## src/hdl/ros_pkg.sv

```systemverilog
// ros_pkg: constants and carrier types for the relay override and motion supervisor
// assumes a 50 MHz system clock; registers reached over AXI4-Lite with 32-bit data
package ros_pkg;
	localparam int CLK_HZ = 50_000_000;
	localparam int PULSE_MIN_US = 50;
	localparam int LEVEL_MIN_MS = 2;
	localparam int PULSE_CYC = (PULSE_MIN_US * (CLK_HZ / 1_000_000));
	localparam int LEVEL_CYC = (LEVEL_MIN_MS * (CLK_HZ / 1_000));
	localparam int TICK_CYC = CLK_HZ / 1_000;
	// register byte offsets
	localparam logic [7:0] OFS_CTRL = 8'h00;
	localparam logic [7:0] OFS_FUNC = 8'h04;
	localparam logic [7:0] OFS_MODE = 8'h08;
	localparam logic [7:0] OFS_TIME = 8'h0C;
	localparam logic [7:0] OFS_STAT = 8'h10;
	// field positions in CTRL
	localparam int CTRL_SEL_LSB = 0;
	localparam int CTRL_PAT_LSB = 4;
	localparam int CTRL_POL_BIT = 8;
	// field positions in FUNC
	localparam int FUNC_UP_LSB = 0;
	localparam int FUNC_IN1_LSB = 8;
	localparam int FUNC_IN2_LSB = 16;
	// field positions in TIME
	localparam int TIME_START_LSB = 0;
	localparam int TIME_STILL_LSB = 16;
	// reset values
	localparam logic [31:0] CTRL_RST = 32'h0000_0000;
	localparam logic [31:0] FUNC_RST = 32'h0000_0000;
	localparam logic [31:0] MODE_RST = 32'h0000_0001;
	localparam logic [31:0] TIME_RST = 32'h03E8_01F4;
	// codes
	localparam logic [3:0] SEL_FREEZE = 4'h8;
	localparam logic [7:0] FN_OVERRIDE = 8'h02;
	localparam logic [7:0] FN_CMDMON = 8'h0C;
	localparam logic [1:0] MODE_OVER = 2'h0;
	localparam logic [1:0] MODE_UNDER = 2'h1;
	localparam logic [1:0] AXI_OKAY = 2'b00;
	localparam logic [1:0] AXI_SLVERR = 2'b10;

	typedef enum logic [1:0] {
		MON_IDLE = 2'b00,
		MON_RUN = 2'b01,
		MON_STOP = 2'b10
	} ros_mon_type;

	typedef struct packed {
		logic awValid;
		logic [7:0] awAddr;
		logic wValid;
		logic [31:0] wData;
		logic [3:0] wStrb;
		logic bReady;
		logic arValid;
		logic [7:0] arAddr;
		logic rReady;
	} ros_axi_req_type;

	typedef struct packed {
		logic awReady;
		logic wReady;
		logic bValid;
		logic [1:0] bResp;
		logic arReady;
		logic rValid;
		logic [31:0] rData;
		logic [1:0] rResp;
	} ros_axi_rsp_type;
endpackage

```

## src/hdl/ros_relay_supervisor.sv

```systemverilog
// ros_relay_supervisor: relay override/freeze and remote enable command monitor
// assumes pins and keys are asynchronous; monitoring demands and speed flags arrive on clk_sys
`timescale 1ns/100ps
`default_nettype none
module ros_relay_supervisor #(
	parameter int LEVEL_CYCLES = ros_pkg::LEVEL_CYC,
	parameter int TICK_CYCLES = ros_pkg::TICK_CYC
) (
	// clock and reset
	input wire logic clk_sys,
	input wire logic reset,
	// register bus
	input wire ros_pkg::ros_axi_req_type axiReq,
	output ros_pkg::ros_axi_rsp_type axiRsp,
	// keys and remote inputs
	input wire logic keyUp,
	input wire logic remote_input_one,
	input wire logic remoteInputTwo,
	// monitoring results
	input wire logic [2:0] relayDemand,
	input wire logic speedZero,
	input wire logic standstill,
	// relays and status
	output logic relay_out_one,
	output logic relay_out_two,
	output logic relay_out_three,
	output logic motionDisabled,
	output logic cmdAlarm,
	output logic pulseSeen
);
	localparam int LW = $clog2(LEVEL_CYCLES + 1);
	localparam int TW = $clog2(TICK_CYCLES + 1);
	localparam int PW = $clog2(ros_pkg::PULSE_CYC + 1);

	typedef struct packed {
		logic [31:0] ctrl;
		logic [31:0] func;
		logic [31:0] mode;
		logic [31:0] timing;
		logic [2:0] syncA;
		logic [2:0] syncB;
		logic [2:0] level;
		logic [2:0][LW-1:0] filt;
		logic [PW-1:0] pulseCnt;
		logic pulseSeen;
		logic [2:0] frozen;
		logic frzActive;
		logic [2:0] relays;
		ros_pkg::ros_mon_type mon;
		logic [TW-1:0] tick;
		logic [15:0] msCnt;
		logic alarm;
		logic awHeld;
		logic [7:0] awAddr;
		logic wHeld;
		logic [31:0] wData;
		logic [3:0] wStrb;
		logic bValid;
		logic [1:0] bResp;
		logic rValid;
		logic [31:0] rData;
		logic [1:0] rResp;
	} ros_state_type;

	ros_state_type state_ff;
	ros_state_type nxt_state;

	function automatic logic [31:0] ros_merge(input logic [31:0] old, input logic [31:0] din,
			input logic [3:0] strb);
		logic [31:0] res;
		res = old;
		for (int b = 0; b < 4; b++) begin
			if (strb[b]) begin
				res[b*8 +: 8] = din[b*8 +: 8];
			end
		end
		return res;
	endfunction

	logic [3:0] sel;
	logic [2:0] pat;
	logic inPol;
	logic [7:0] fnUp;
	logic [7:0] fnIn1;
	logic [7:0] fnIn2;
	logic [15:0] startDelay;
	logic [15:0] stillTime;
	logic monOn;
	logic enableRaw;
	logic enabled;
	logic overrideCmd;
	logic freezeCmd;
	logic [2:0] underMask;
	logic [2:0] overMask;
	logic windowOk;
	logic [2:0] base;
	logic wrDo;
	logic [7:0] rdAddr;

	always_comb begin
		sel = state_ff.ctrl[ros_pkg::CTRL_SEL_LSB +: 4];
		pat = state_ff.ctrl[ros_pkg::CTRL_PAT_LSB +: 3];
		inPol = state_ff.ctrl[ros_pkg::CTRL_POL_BIT];
		fnUp = state_ff.func[ros_pkg::FUNC_UP_LSB +: 8];
		fnIn1 = state_ff.func[ros_pkg::FUNC_IN1_LSB +: 8];
		fnIn2 = state_ff.func[ros_pkg::FUNC_IN2_LSB +: 8];
		startDelay = state_ff.timing[ros_pkg::TIME_START_LSB +: 16];
		stillTime = state_ff.timing[ros_pkg::TIME_STILL_LSB +: 16];
		// relay modes: two bits per relay
		underMask = '0;
		overMask = '0;
		for (int i = 0; i < 3; i++) begin
			underMask[i] = (state_ff.mode[2*i +: 2] == ros_pkg::MODE_UNDER);
			overMask[i] = (state_ff.mode[2*i +: 2] == ros_pkg::MODE_OVER);
		end
		// the speed window needs both a lower and an upper limit relay
		monOn = ((fnIn1 == ros_pkg::FN_CMDMON) || (fnIn2 == ros_pkg::FN_CMDMON))
			&& (underMask != 3'b000)
			&& (overMask != 3'b000);
		enableRaw = (fnIn1 == ros_pkg::FN_CMDMON) ? state_ff.level[1] : state_ff.level[2];
		enabled = enableRaw ^ inPol;
		// triggers are level-qualified inputs
		overrideCmd = (fnUp == ros_pkg::FN_OVERRIDE) && state_ff.level[0]
			&& (sel != ros_pkg::SEL_FREEZE);
		freezeCmd = (((fnIn1 == ros_pkg::FN_OVERRIDE) && state_ff.level[1])
			|| (overrideCmd == 1'b0 && (fnUp == ros_pkg::FN_OVERRIDE) && state_ff.level[0]))
			&& (sel == ros_pkg::SEL_FREEZE);
		windowOk = !speedZero;
		base = relayDemand;
		wrDo = state_ff.awHeld && state_ff.wHeld && !state_ff.bValid;
		rdAddr = axiReq.arAddr;

		nxt_state = state_ff;
		// synchronisers and level filters
		nxt_state.syncA = {remoteInputTwo, remote_input_one, keyUp};
		nxt_state.syncB = state_ff.syncA;
		for (int i = 0; i < 3; i++) begin
			if (state_ff.syncB[i] == state_ff.level[i]) begin
				nxt_state.filt[i] = '0;
			end else if (state_ff.filt[i] >= LW'(LEVEL_CYCLES - 1)) begin
				nxt_state.level[i] = state_ff.syncB[i];
				nxt_state.filt[i] = '0;
			end else begin
				nxt_state.filt[i] = state_ff.filt[i] + LW'(1);
			end
		end
		// edge-pulse qualification on the first remote input
		nxt_state.pulseSeen = 1'b0;
		if (state_ff.syncB[1]) begin
			if (state_ff.pulseCnt != PW'(ros_pkg::PULSE_CYC)) begin
				nxt_state.pulseCnt = state_ff.pulseCnt + PW'(1);
			end
			if (state_ff.pulseCnt == PW'(ros_pkg::PULSE_CYC - 1)) begin
				nxt_state.pulseSeen = 1'b1;
			end
		end else begin
			nxt_state.pulseCnt = '0;
		end
		// millisecond time base
		if (state_ff.tick >= TW'(TICK_CYCLES - 1)) begin
			nxt_state.tick = '0;
		end else begin
			nxt_state.tick = state_ff.tick + TW'(1);
		end
		// command monitor
		// its timer saturates so a long stay never wraps back below a limit
		case (state_ff.mon)
			ros_pkg::MON_IDLE: begin
				nxt_state.alarm = 1'b0;
				nxt_state.msCnt = '0;
				if (monOn) begin
					nxt_state.mon = enabled ? ros_pkg::MON_RUN : ros_pkg::MON_STOP;
				end
			end
			ros_pkg::MON_RUN: begin
				if (!monOn) begin
					nxt_state.mon = ros_pkg::MON_IDLE;
				end else if (!enabled) begin
					nxt_state.mon = ros_pkg::MON_STOP;
					nxt_state.msCnt = '0;
					nxt_state.alarm = 1'b0;
				end else begin
					if (state_ff.tick == '0 && state_ff.msCnt != 16'hFFFF) begin
						nxt_state.msCnt = state_ff.msCnt + 16'h0001;
					end
					if (state_ff.msCnt >= startDelay) begin
						nxt_state.alarm = !windowOk;
					end
				end
			end
			ros_pkg::MON_STOP: begin
				if (!monOn) begin
					nxt_state.mon = ros_pkg::MON_IDLE;
				end else if (enabled) begin
					nxt_state.mon = ros_pkg::MON_RUN;
					nxt_state.msCnt = '0;
					nxt_state.alarm = 1'b0;
				end else begin
					if (state_ff.tick == '0 && state_ff.msCnt != 16'hFFFF) begin
						nxt_state.msCnt = state_ff.msCnt + 16'h0001;
					end
					if (state_ff.msCnt >= stillTime) begin
						nxt_state.alarm = !standstill;
					end
				end
			end
			default: begin
				nxt_state.mon = ros_pkg::MON_IDLE;
			end
		endcase
		// freeze capture at start
		// snapshot is taken from the registered relays, the state the outputs showed
		nxt_state.frzActive = freezeCmd;
		if (freezeCmd && !state_ff.frzActive) begin
			nxt_state.frozen = state_ff.relays;
		end
		// relay selection, evaluation always runs underneath
		for (int i = 0; i < 3; i++) begin
			if (monOn && underMask[i]) begin
				base[i] = relayDemand[i] | state_ff.alarm;
			end
		end
		// freeze outranks override, which yields while the selection asks for freeze
		if (freezeCmd) begin
			nxt_state.relays = state_ff.frzActive ? state_ff.frozen : state_ff.relays;
		end else if (overrideCmd) begin
			for (int i = 0; i < 3; i++) begin
				nxt_state.relays[i] = sel[i] ? pat[i] : base[i];
			end
		end else begin
			nxt_state.relays = base;
		end
		// write channel
		// a second address and data pair may be held while the response waits
		if (axiReq.awValid && !state_ff.awHeld) begin
			nxt_state.awHeld = 1'b1;
			nxt_state.awAddr = axiReq.awAddr;
		end
		if (axiReq.wValid && !state_ff.wHeld) begin
			nxt_state.wHeld = 1'b1;
			nxt_state.wData = axiReq.wData;
			nxt_state.wStrb = axiReq.wStrb;
		end
		if (wrDo) begin
			nxt_state.awHeld = 1'b0;
			nxt_state.wHeld = 1'b0;
			nxt_state.bValid = 1'b1;
			nxt_state.bResp = ros_pkg::AXI_OKAY;
			case (state_ff.awAddr)
				ros_pkg::OFS_CTRL: nxt_state.ctrl = ros_merge(state_ff.ctrl, state_ff.wData,
					state_ff.wStrb);
				ros_pkg::OFS_FUNC: nxt_state.func = ros_merge(state_ff.func, state_ff.wData,
					state_ff.wStrb);
				ros_pkg::OFS_MODE: nxt_state.mode = ros_merge(state_ff.mode, state_ff.wData,
					state_ff.wStrb);
				ros_pkg::OFS_TIME: nxt_state.timing = ros_merge(state_ff.timing, state_ff.wData,
					state_ff.wStrb);
				ros_pkg::OFS_STAT: nxt_state.bResp = ros_pkg::AXI_OKAY;
				default: nxt_state.bResp = ros_pkg::AXI_SLVERR;
			endcase
		end
		if (state_ff.bValid && axiReq.bReady) begin
			nxt_state.bValid = 1'b0;
		end
		// read channel
		if (axiReq.arValid && !state_ff.rValid) begin
			nxt_state.rValid = 1'b1;
			nxt_state.rResp = ros_pkg::AXI_OKAY;
			case (rdAddr)
				ros_pkg::OFS_CTRL: nxt_state.rData = state_ff.ctrl;
				ros_pkg::OFS_FUNC: nxt_state.rData = state_ff.func;
				ros_pkg::OFS_MODE: nxt_state.rData = state_ff.mode;
				ros_pkg::OFS_TIME: nxt_state.rData = state_ff.timing;
				// status: key, freeze, motion disabled, alarm, spare, relays
				ros_pkg::OFS_STAT: nxt_state.rData = {24'h00_0000, state_ff.level[0],
					state_ff.frzActive, monOn && !enabled, state_ff.alarm, 1'b0,
					state_ff.relays};
				default: begin
					nxt_state.rData = 32'h0000_0000;
					nxt_state.rResp = ros_pkg::AXI_SLVERR;
				end
			endcase
		end else if (state_ff.rValid && axiReq.rReady) begin
			nxt_state.rValid = 1'b0;
		end
	end

	always_ff @(posedge clk_sys or posedge reset) begin
		if (reset) begin
			state_ff <= '0;
			state_ff.ctrl <= ros_pkg::CTRL_RST;
			state_ff.func <= ros_pkg::FUNC_RST;
			state_ff.mode <= ros_pkg::MODE_RST;
			state_ff.timing <= ros_pkg::TIME_RST;
			state_ff.mon <= ros_pkg::MON_IDLE;
		end else begin
			state_ff <= nxt_state;
		end
	end

	always_comb begin
		axiRsp.awReady = !state_ff.awHeld;
		axiRsp.wReady = !state_ff.wHeld;
		axiRsp.bValid = state_ff.bValid;
		axiRsp.bResp = state_ff.bResp;
		axiRsp.arReady = !state_ff.rValid;
		axiRsp.rValid = state_ff.rValid;
		axiRsp.rData = state_ff.rData;
		axiRsp.rResp = state_ff.rResp;
	end

	assign relay_out_one = state_ff.relays[0];
	assign relay_out_two = state_ff.relays[1];
	assign relay_out_three = state_ff.relays[2];
	assign motionDisabled = (state_ff.mon == ros_pkg::MON_STOP);
	assign cmdAlarm = state_ff.alarm;
	assign pulseSeen = state_ff.pulseSeen;
endmodule // ros_relay_supervisor
`default_nettype wire

```

## config.mk

```make
export PLATFORM = sky130hd
export DESIGN_NAME = ros_relay_supervisor
export DESIGN_NICKNAME = d
export VERILOG_FILES = /design/src/hdl/ros_pkg.sv /design/src/hdl/ros_relay_supervisor.sv
export SDC_FILE = /design/constraint.sdc
export NUM_CORES = 1
export LEC_CHECK = 0
export ABC_AREA = 1
export BUFFER_PORTS_ARGS = -buffer_cell sky130_fd_sc_hd__buf_2
export CAP_MARGIN = 20
export CORE_MARGIN = 2
export CORE_UTILIZATION = 49
export DETAILED_ROUTE_END_ITERATION = 10
export PLACE_DENSITY = 0.63
export SLEW_MARGIN = 40
export SYNTH_ARGS = -nofsm -noshare
export SYNTH_HDL_FRONTEND = slang
export SYNTH_SLANG_ARGS = --single-unit
```

## constraint.sdc

```tcl
create_clock -name clk_sys -period 16.3 [get_ports clk_sys]
set_input_delay 2.445 -clock clk_sys [delete_from_list [all_inputs] [get_ports clk_sys]]
set_output_delay 2.445 -clock clk_sys [all_outputs]
set_load 0.02 [all_outputs]
```

==> results of run 1 <==
[worst paths after layout]
kind                             endpoint  slack, ns
min                         state_ff[194]       0.34
max reg2reg                     axiRsp[9]      14.01
min in group asynchronous   state_ff[181]       1.94
min reg2reg                 state_ff[194]       0.34
max in group asynchronous   startDelay[5]      12.70
max                        motionDisabled      12.08
[logic make-up (layout without fill, tap and decap cells)]
logic type | count (synthesis) | count (layout)
AND/OR/NAND/NOR | 945 | 945
AO/OA/AOI/OAI | 335 | 335
flip-flops | 325 | 325
buffers and inverters | 318 | 416
adder cells (fa/ha/maj) | 44 | 44
XOR/XNOR | 30 | 30
multiplexers | 5 | 5
other | 1 | 2
[cell usage in the layout (no fill, tap or decap), types with 13 or more instances in the layout]
master	instances
xor2_1	22
nor3_1	38
ha_1	44
nand2_1	500
nand3_1	58
nor2_1	195
nand4_1	50
buf_2	111
a21oi_1	90
dfstp_2	13
nand2_2	20
o21ai_0	134
o21ai_1	62
clkbuf_16	39
dfrtp_1	312
nor2_2	22
inv_1	215
[synthesized netlist by cell type (6+ instances only)]
library cell,n,share of area
buf_4,44,0.020
a31oi_1,9,0.0034
clkbuf_1,21,0.0048
dfrtp_1,312,0.47
a41oi_1,6,0.0032
nor2_4,9,0.0061
nand2_2,18,0.0068
a221oi_1,10,0.0053
nor3_2,6,0.0036
o21ai_0,134,0.041
nor4_1,7,0.0027
o2111ai_1,10,0.0053
nand2_1,502,0.11
o21ai_1,62,0.019
inv_1,218,0.050
a21oi_1,90,0.027
nor2_1,196,0.045
nand4_1,50,0.019
xor2_1,22,0.012
nand3_1,58,0.018
dfstp_2,13,0.021
nor2_2,21,0.0080
nor3_1,38,0.012
xnor2_1,8,0.0042
ha_1,44,0.033
inv_2,9,0.0020
nand3_2,8,0.0049
buf_2,23,0.0070
[cell type report]
cell class	count	area, um^2
fill	3172	14810
sequential	325	8149
multi-input combinational	1361	6980
clock buffer	54	1112
inverter	228	868.3
timing repair buffer	118	623.1
tap	448	560.5
clock inverter	16	262.8
[sequential cells by signal, indices dropped and copies added (netlist names)]
| signal | cells |
|---|---|
| axiRsp | 36 |
| cmdAlarm | 1 |
| fnIn1 | 8 |
| fnIn2 | 8 |
| fnUp | 8 |
| inPol | 1 |
| nxt_state | 3 |
| pat | 3 |
| pulseSeen | 1 |
| relay_out_one | 1 |
| relay_out_three | 1 |
| relay_out_two | 1 |
| sel | 4 |
| startDelay | 16 |
| state_ff | 233 |
[worst reg2reg max path, stage by stage, from the launching register on]
cell	delay [ns]
dfrtp_1	0.33
inv_1	0.07
nand2_2	0.05
buf_4	0.47
clkinv_1	0.85
nor2_1	0.31
a41oi_1	0.07
[per-layer routing]
metal	share of wire	global-route usage
met2	0.46	0.3798
met5	0	0
met4	0.021	0.05906
met3	0.055	0.04660
met1	0.46	0.3309
[power breakdown]
group	internal [mW]	switching (mW)	leakage, nW	total, mW
combinational	0.146	0.328	3.79	0.474
sequential	0.936	0.0728	4.28	1.01
clock	0.574	0.347	0.661	0.921
==> reports/results.ini, run 1 <==
[run_status]
status = completed

[sta]
hold_violations = 0
tightest_slew_ns = 0.8030
finalMaxSlewViolations = 0
fmax_mhz = 237.0
fin_setup_tns_ns = 0
fin_ws_ns = 12.08
skew_ns = 0.01712
grt_setup_unrepaired = no
min_period_ns = 4.220
max_slew_margin = 0.4614
hold-worst-slack_ns = 0.3445
setup_violations = 0
post-route-period-util = 0.2589

[logic_synthesis]
yosys.area_share.simple = 0.2577
synth_top_family_by_area = simple AND/OR/NAND/NOR gates
yosys_warnings = 0
yosys.area_share.adder = 0.03336
muxShareOfSynthArea = 0.003411
synth_compound_area_frac = 0.1111
syn_inst = 2003
ys_seq_elements = 325
async_flop_share = 1.000
ys_seq_area_frac = 0.4937
synth_area_per_cell_um2 = 8.240
synth-xor-area-share = 0.01592
synth_edf_count = 0
ys_types = 56
netlist_area_um2 = 16500
synth_ff_type = dfrtp_1

[critical_path]
crit_path_start = state_ff[117]
worstPathArrival_ns = 1.77
critPathBufInv = 2
worst_path_max_delay_cell = ha_1
worstSetupEndpointType = output pin
cp.depth = 3
crit_family = adder cells
required_ns = 13.86
crit_chain = inv_1, ha_1, buf_2
timing.rr.start = axiRsp[34]
cp_max_fo = 11
max_stage_delay_ns = 0.47
start_kind = flip-flop
criticalPathCategory = reg2out
rr_worst_depth = 6

[drt]
drt-total-wl_um = 40620
drtIter0Drc = 857
via_per_inst = 5.282
wire_per_inst_um = 15.93
drcViolationCount = 0
vias = 13470
drtAntennaViolNets = 0
drt_first_pass_iters = 5

[pwr]
p_per_area_nw_per_um2 = 129.5
finalPower_mw = 2.403
vdd_drop_max_uv = 100.8
leakage_nw = 8.726

[clock_tree]
postCtsSetupBuffers = 0
clk_pin_slew_ns = 0.06
clkSinkCount = 325
htree_num_levels = 2
cts_buffers = 38
cts_tree = built
clockRootBuffer = clkbuf_16
clockBufferDepth = 3
postCtsHoldBufs = 0
cts-resized-gates = 0
clk_latency_ns = 0.54

[placement]
place_inst = 2480
post_dp_cell_area_um2 = 17170
io_buffers = 111
dp_slack_ns = 11.60
place_hpwl_um = 28410
finalWeightedCongestion = 0.8540

[floorplan]
fp.dieH_um = 187.5
die_width_um = 187.5
placementRows = 67
ios = 114
dieArea_um2 = 35170
start_util = 0.4947
coreArea_um2 = 33360

[final_layout]
syn_to_final_growth_pct = 12.43
antenna_cells = 0
fin_nets = 2183
fin_area_um2 = 18560
drive_gt1_frac = 0.1408
postLayoutCoreUtil = 0.5562
fin_cells = 2550

[worst_hold_path]
hold_start = nxt_state[194]
hold_class = reg2reg
holdPathStages = 0

[global_routing]
grt.total_usage = 0.2365
grt_pass1_vias = 13000
antenna_found_initial = 0
grt_pass1_wl_um = 67520
overflow = 0
grt_max_degree = 113

[run]
cap_violations = 0

Power figures use the tool's default switching activity.
==> run 2, diff against run 1 <==
==> constraint.sdc (replaced) <==
create_clock -name clk_sys -period 4 [get_ports clk_sys]
set_input_delay 0.6 -clock clk_sys [delete_from_list [all_inputs] [get_ports clk_sys]]
set_output_delay 0.6 -clock clk_sys [all_outputs]
set_load 0.02 [all_outputs]
==> run 2 against run 1 <==
Clock power rose to 3.7 times the previous value. Sequential power grew to 4.1 times the previous value. Non-clock buffer count up 6. Combinational power increased to 4.1 times the previous value. Cell count hardly changed. Clock skew fell by 0.0046 ns. Via count decreased by 0.85%. Global-route usage is 0.27 points higher. Hold slack lost 0.21 ns. Critical path type unchanged.
==> reports/results.ini, run 2 (same netlist as run 1, synthesis figures left out) <==
[run_status]
status = completed

[floorplan]
fp.dieH_um = 187.5
die_width_um = 187.5
placementRows = 67
ios = 114
dieArea_um2 = 35170
start_util = 0.4947
coreArea_um2 = 33360

[drt]
wire_per_inst_um = 16.04
drt_first_pass_iters = 5
via_per_inst = 5.234
drtIter0Drc = 1000
vias = 13350
drcViolationCount = 0
drtAntennaViolNets = 0
drt-total-wl_um = 40920

[sta]
hold_violations = 0
fin_setup_tns_ns = 0
fmax_mhz = 424.2
min_period_ns = 2.357
setup_violations = 0
post-route-period-util = 0.5894
skew_ns = 0.01253
tightest_slew_ns = 0.6872
grt_setup_unrepaired = no
finalMaxSlewViolations = 0
max_slew_margin = 0.5412

[run]
cap_violations = 0

[clock_tree]
postCtsHoldBufs = 0
cts_buffers = 37
htree_num_levels = 2
postCtsSetupBuffers = 0
clkSinkCount = 325
cts_tree = built
clk_latency_ns = 0.53
clockRootBuffer = clkbuf_16
clockBufferDepth = 3
cts-resized-gates = 0
clk_pin_slew_ns = 0.06

[final_layout]
mostFrequentLayoutCells = 500 x nand2_1, 312 x dfrtp_1, 215 x inv_1, 195 x nor2_1, 134 x o21ai_0
postLayoutCoreUtil = 0.5539
fin_nets = 2188
largest_reg_flops = 233
fillCellCount = 3159
drive_gt1_frac = 0.1422
syn_to_final_growth_pct = 11.96
final_common_cell = nand2_1
fin_area_um2 = 18480
regMostFlops = state_ff
antenna_cells = 0

[placement]
finalWeightedCongestion = 0.8487
post_dp_cell_area_um2 = 17270
place_hpwl_um = 28740
io_buffers = 111

[global_routing]
antenna_found_initial = 0
overflow = 0
grt_pass1_wl_um = 68030
grt_max_degree = 101
grt_pass1_vias = 12870
grt.total_usage = 0.2392

[critical_path]
r2r_setup_slack_ns = 1.82
start_kind = flip-flop
cp_max_fo = 11
rr_worst_depth = 7
timing.rr.start = state_ff[117]
worstSetupEndpointType = output pin
criticalPathCategory = reg2out
worstPathArrival_ns = 1.76
r2r-end = state_ff[88]
required_ns = 3.40

[pwr]
leakage_nw = 8.704
p_per_area_nw_per_um2 = 509.3
vdd_drop_max_uv = 387.5
finalPower_mw = 9.411

[worst_hold_path]
hold_class = in2async

==> run 2: worst max path at each step <==
stage / from / end / cells past startpoint
finish: state_ff[117] / motionDisabled / 3
global route: state_ff[117] / motionDisabled / 3
CTS: state_ff[117] / motionDisabled / 3
detailed placement: axiReq[6] / axiRsp[8] / 8
global placement: axiReq[2] / axiRsp[7] / 12
floorplan: reset / axiRsp[10] / 1
==> run 2: cell type report <==
cell class	instances	area (um^2)	share of cell area
Timing Repair Buffer	124	718.2	0.03887
Clock buffer	50	1045	0.05654
Clock inverter	15	161.4	0.008735
Tap cell	448	560.5	0.03033
Multi-Input combinational cell	1361	6985	0.3780
Inverter	228	859.6	0.04652
Sequential cell	325	8149	0.4410
==> run 2: per-layer routing <==
metal | track usage | up-vias | routed length, um
met5 | 0 | - | 0
met4 | 0.07026 | 0 | 885
met3 | 0.03369 | 63 | 1864
met2 | 0.3754 | 301 | 18700
met1 | 0.3468 | 6352 | 19470
li1 | - | 6637 | -
==> run 2: power by group <==
group          leakage [nW]  switching [mW]  internal, mW
Combinational          3.83            1.32         0.604
Sequential             4.28           0.285          3.81
Clock                 0.592            1.36          2.03
==> run 2: through the flow <==
step                      setup slack [ns]  hold WS (ns)  instances
after floorplan                    -0.9261        0.3312       2004
after global placement               1.413        0.3330       2484
after detailed placement             1.648        0.3347       2486
after CTS                            1.620        0.1307       2551
after global routing                 1.566        0.1423       2551
final                                1.643        0.1382       2551
==> run 2: worst max-delay path: stages, from the launching register on <==
cell	delay (ns)
dfrtp_1	0.41
inv_1	0.10
ha_1	0.46
buf_2	0.26
==> run 3, diff against run 2 <==
--- a/config.mk
+++ b/config.mk
@@ -11,7 +11,7 @@
 export CORE_MARGIN = 2
 export CORE_UTILIZATION = 49
 export DETAILED_ROUTE_END_ITERATION = 10
-export PLACE_DENSITY = 0.63
+export PLACE_DENSITY = 0.65
 export SLEW_MARGIN = 40
 export SYNTH_ARGS = -nofsm -noshare
 export SYNTH_HDL_FRONTEND = slang
==> constraint.sdc (replaced) <==
create_clock -name clk_sys -period 1.9 [get_ports clk_sys]
set_input_delay 0.285 -clock clk_sys [delete_from_list [all_inputs] [get_ports clk_sys]]
set_output_delay 0.285 -clock clk_sys [all_outputs]
set_load 0.02 [all_outputs]
==> run 3 against run 2 <==
Sequential share of layout area is 2.3 points lower. Register-to-register slack worse by 1.8 ns. Hold slack worse by 0.13 ns. Total power is 120% higher. Via count is 3.5% higher. Cell count is 3.9% higher. Global-route usage is 0.10 points lower. Sequential power is 110% higher. Clock skew is 0.016 ns higher.
==> reports/results.ini, run 3 (same netlist as run 1, synthesis figures left out) <==
[final_layout]
fin_nets = 2287
regArea_um2 = 8153
largest_reg_flops = 233
fin_area_um2 = 19530
fillCellCount = 3103
syn_to_final_growth_pct = 18.32
final_common_cell = nand2_1
regMostFlops = state_ff
multiInputGateArea_um2 = 7069
drive_gt1_frac = 0.1857
mostFrequentLayoutCells = 494 x nand2_1, 309 x dfrtp_1, 217 x inv_1, 193 x nor2_1, 133 x o21ai_0
antenna_cells = 0

[drt]
via_per_inst = 5.214
drtAntennaViolNets = 0
vias = 13820
drcViolationCount = 0
drt-total-wl_um = 41510
drt_first_pass_iters = 8
drtIter0Drc = 1135
wire_per_inst_um = 15.66

[critical_path]
cp_common_cell = nand2_1
start_kind = flip-flop
r2r_setup_slack_ns = 0.06
r2r-end = cmdAlarm
cp_max_fo = 2
critPathBufInv = 1
crit_chain = inv_1, ha_1, a21oi_1, nor2_1, nor3_1, nand2_1, nand2_1, nand2_1, nand2_1, nand2_1, nand2_1, nand2_1, nand2_1
max_stage_delay_ns = 0.53
rr_worst_depth = 13
worst_path_max_delay_cell = dfstp_2
crit_family = simple AND/OR/NAND/NOR gates
required_ns = 2.36
worstSetupEndpointType = flip-flop
timing.rr.start = startDelay[5]
worstPathArrival_ns = 2.30
criticalPathCategory = reg2reg

[global_routing]
grt.total_usage = 0.2382
grt_pass1_wl_um = 68320
overflow = 0
grt_max_degree = 36
antenna_found_initial = 0
grt_pass1_vias = 13380

[clock_tree]
clk_latency_ns = 0.52
htree_num_levels = 2
cts_buffers = 37
clockBufferDepth = 3
clkSinkCount = 325
cts_tree = built
clockRootBuffer = clkbuf_16
clk_pin_slew_ns = 0.06

[worst_hold_path]
hold_start = axiReq[39]
hold_class = in2reg
whs_endpoint = state_ff[66]
holdPathStages = 3

[floorplan]
placementRows = 67
fp.dieH_um = 187.5
dieArea_um2 = 35170
start_util = 0.4947
coreArea_um2 = 33360
die_width_um = 187.5
ios = 114

[sta]
setup_violations = 0
min_period_ns = 1.844
grt_setup_unrepaired = yes
max_slew_margin = 0.6287
hold_violations = 0
tightest_slew_ns = 0.5549
finalMaxSlewViolations = 0
skew_ns = 0.02881
fmax_mhz = 542.4
fin_ws_ns = 0.05633
post-route-period-util = 0.9704

[placement]
post_dp_cell_area_um2 = 17960
dp_slack_ns = -0.01062
io_buffers = 111
place_hpwl_um = 29970
finalWeightedCongestion = 0.8800

[pwr]
vdd_drop_max_uv = 698.3
p_per_area_nw_per_um2 = 1041
leakage_nw = 9.292

[run]
cap_violations = 0

[run_status]
status = completed

==> run 3: changes by cell type in the layout (fill, tap and decap cells not counted), moves of 3 or more <==
cell / change
buf_4: +74
buf_12: +15
dlygate4sd3_1: +11
nand2_1: -6
nor3_1: -4
nor3_2: +4
clkinvlp_4: -3
dfrtp_1: -3
dfrtp_2: +3
nand2_2: +3
nand2_4: +3
nand3_1: -3
==> run 3: tightest hold or removal path, delay by kind of cell <==
family | cells | cell delay, ns
AOI/OAI and AO/OA | 1 | 0.10
buffers and inverters | 1 | 0.07
and+or+nand+nor | 1 | 0.03
==> run 3: layout make-up <==
type	count	share of cell area
multi-input cells	1361	0.3620
repair buffers	223	0.08400
clock inverters	15	0.008458
flip-flops and latches	325	0.4175
well taps	448	0.02871
inverters	228	0.04402
clock buffers	51	0.05530
==> run 3: per-layer routing <==
layer | share of wire | routed length, um | GRT usage | vias up
met3 | 0.042 | 1747 | 0.02995 | 53
met1 | 0.48 | 19730 | 0.3422 | 6662
met5 | 0 | 0 | 0 | -
li1 | - | - | - | 6821
met4 | 0.022 | 902 | 0.06118 | 0
met2 | 0.46 | 19130 | 0.3843 | 286
==> run 3: worst max-delay path by stage <==
stage / from / end / cells after the start
after floorplan: reset / axiRsp[10] / 1
after CTS: state_ff[117] / motionDisabled / 4
after global routing: state_ff[218] / cmdAlarm / 13
after detailed placement: fnIn2[0] / state_ff[97] / 10
final: startDelay[5] / cmdAlarm / 13
after global placement: fnIn2[0] / state_ff[97] / 10
==> run 3: what timing repair did <==
action | 4_1_cts | 5_1_grt
setup buffers | 0 | 13
gates resized for setup | 2 | 28
setup endpoints to repair | 7 | 49
hold buffers | 11 | 0
pin swaps | 0 | 8
hold endpoints to repair | 20 | 0
==> run 3: where the power goes <==
group          internal (mW)  switching [mW]
sequential              8.03           0.581
clock                   4.39            2.84
combinational           1.56            2.93
total                   14.0            6.35
==> run 3: stage by stage <==
| stage | setup TNS [ns] | instances | util | hold slack (ns) | power, mW |
|---|---|---|---|---|---|
| after floorplan | -865.90 | 2004 | - | 0.3164 | 11.66 |
| after global placement | -0.009553 | 2561 | 0.5383 | 0.2713 | 12.91 |
| after detailed placement | -0.02217 | 2561 | 0.5383 | 0.2709 | 13.05 |
| after CTS | 0 | 2638 | 0.5791 | 0.002168 | 20.35 |
| after global routing | -0.1625 | 2651 | 0.5853 | 0.01939 | 21.47 |
| final | 0 | 2651 | 0.5853 | 0.01097 | 20.33 |
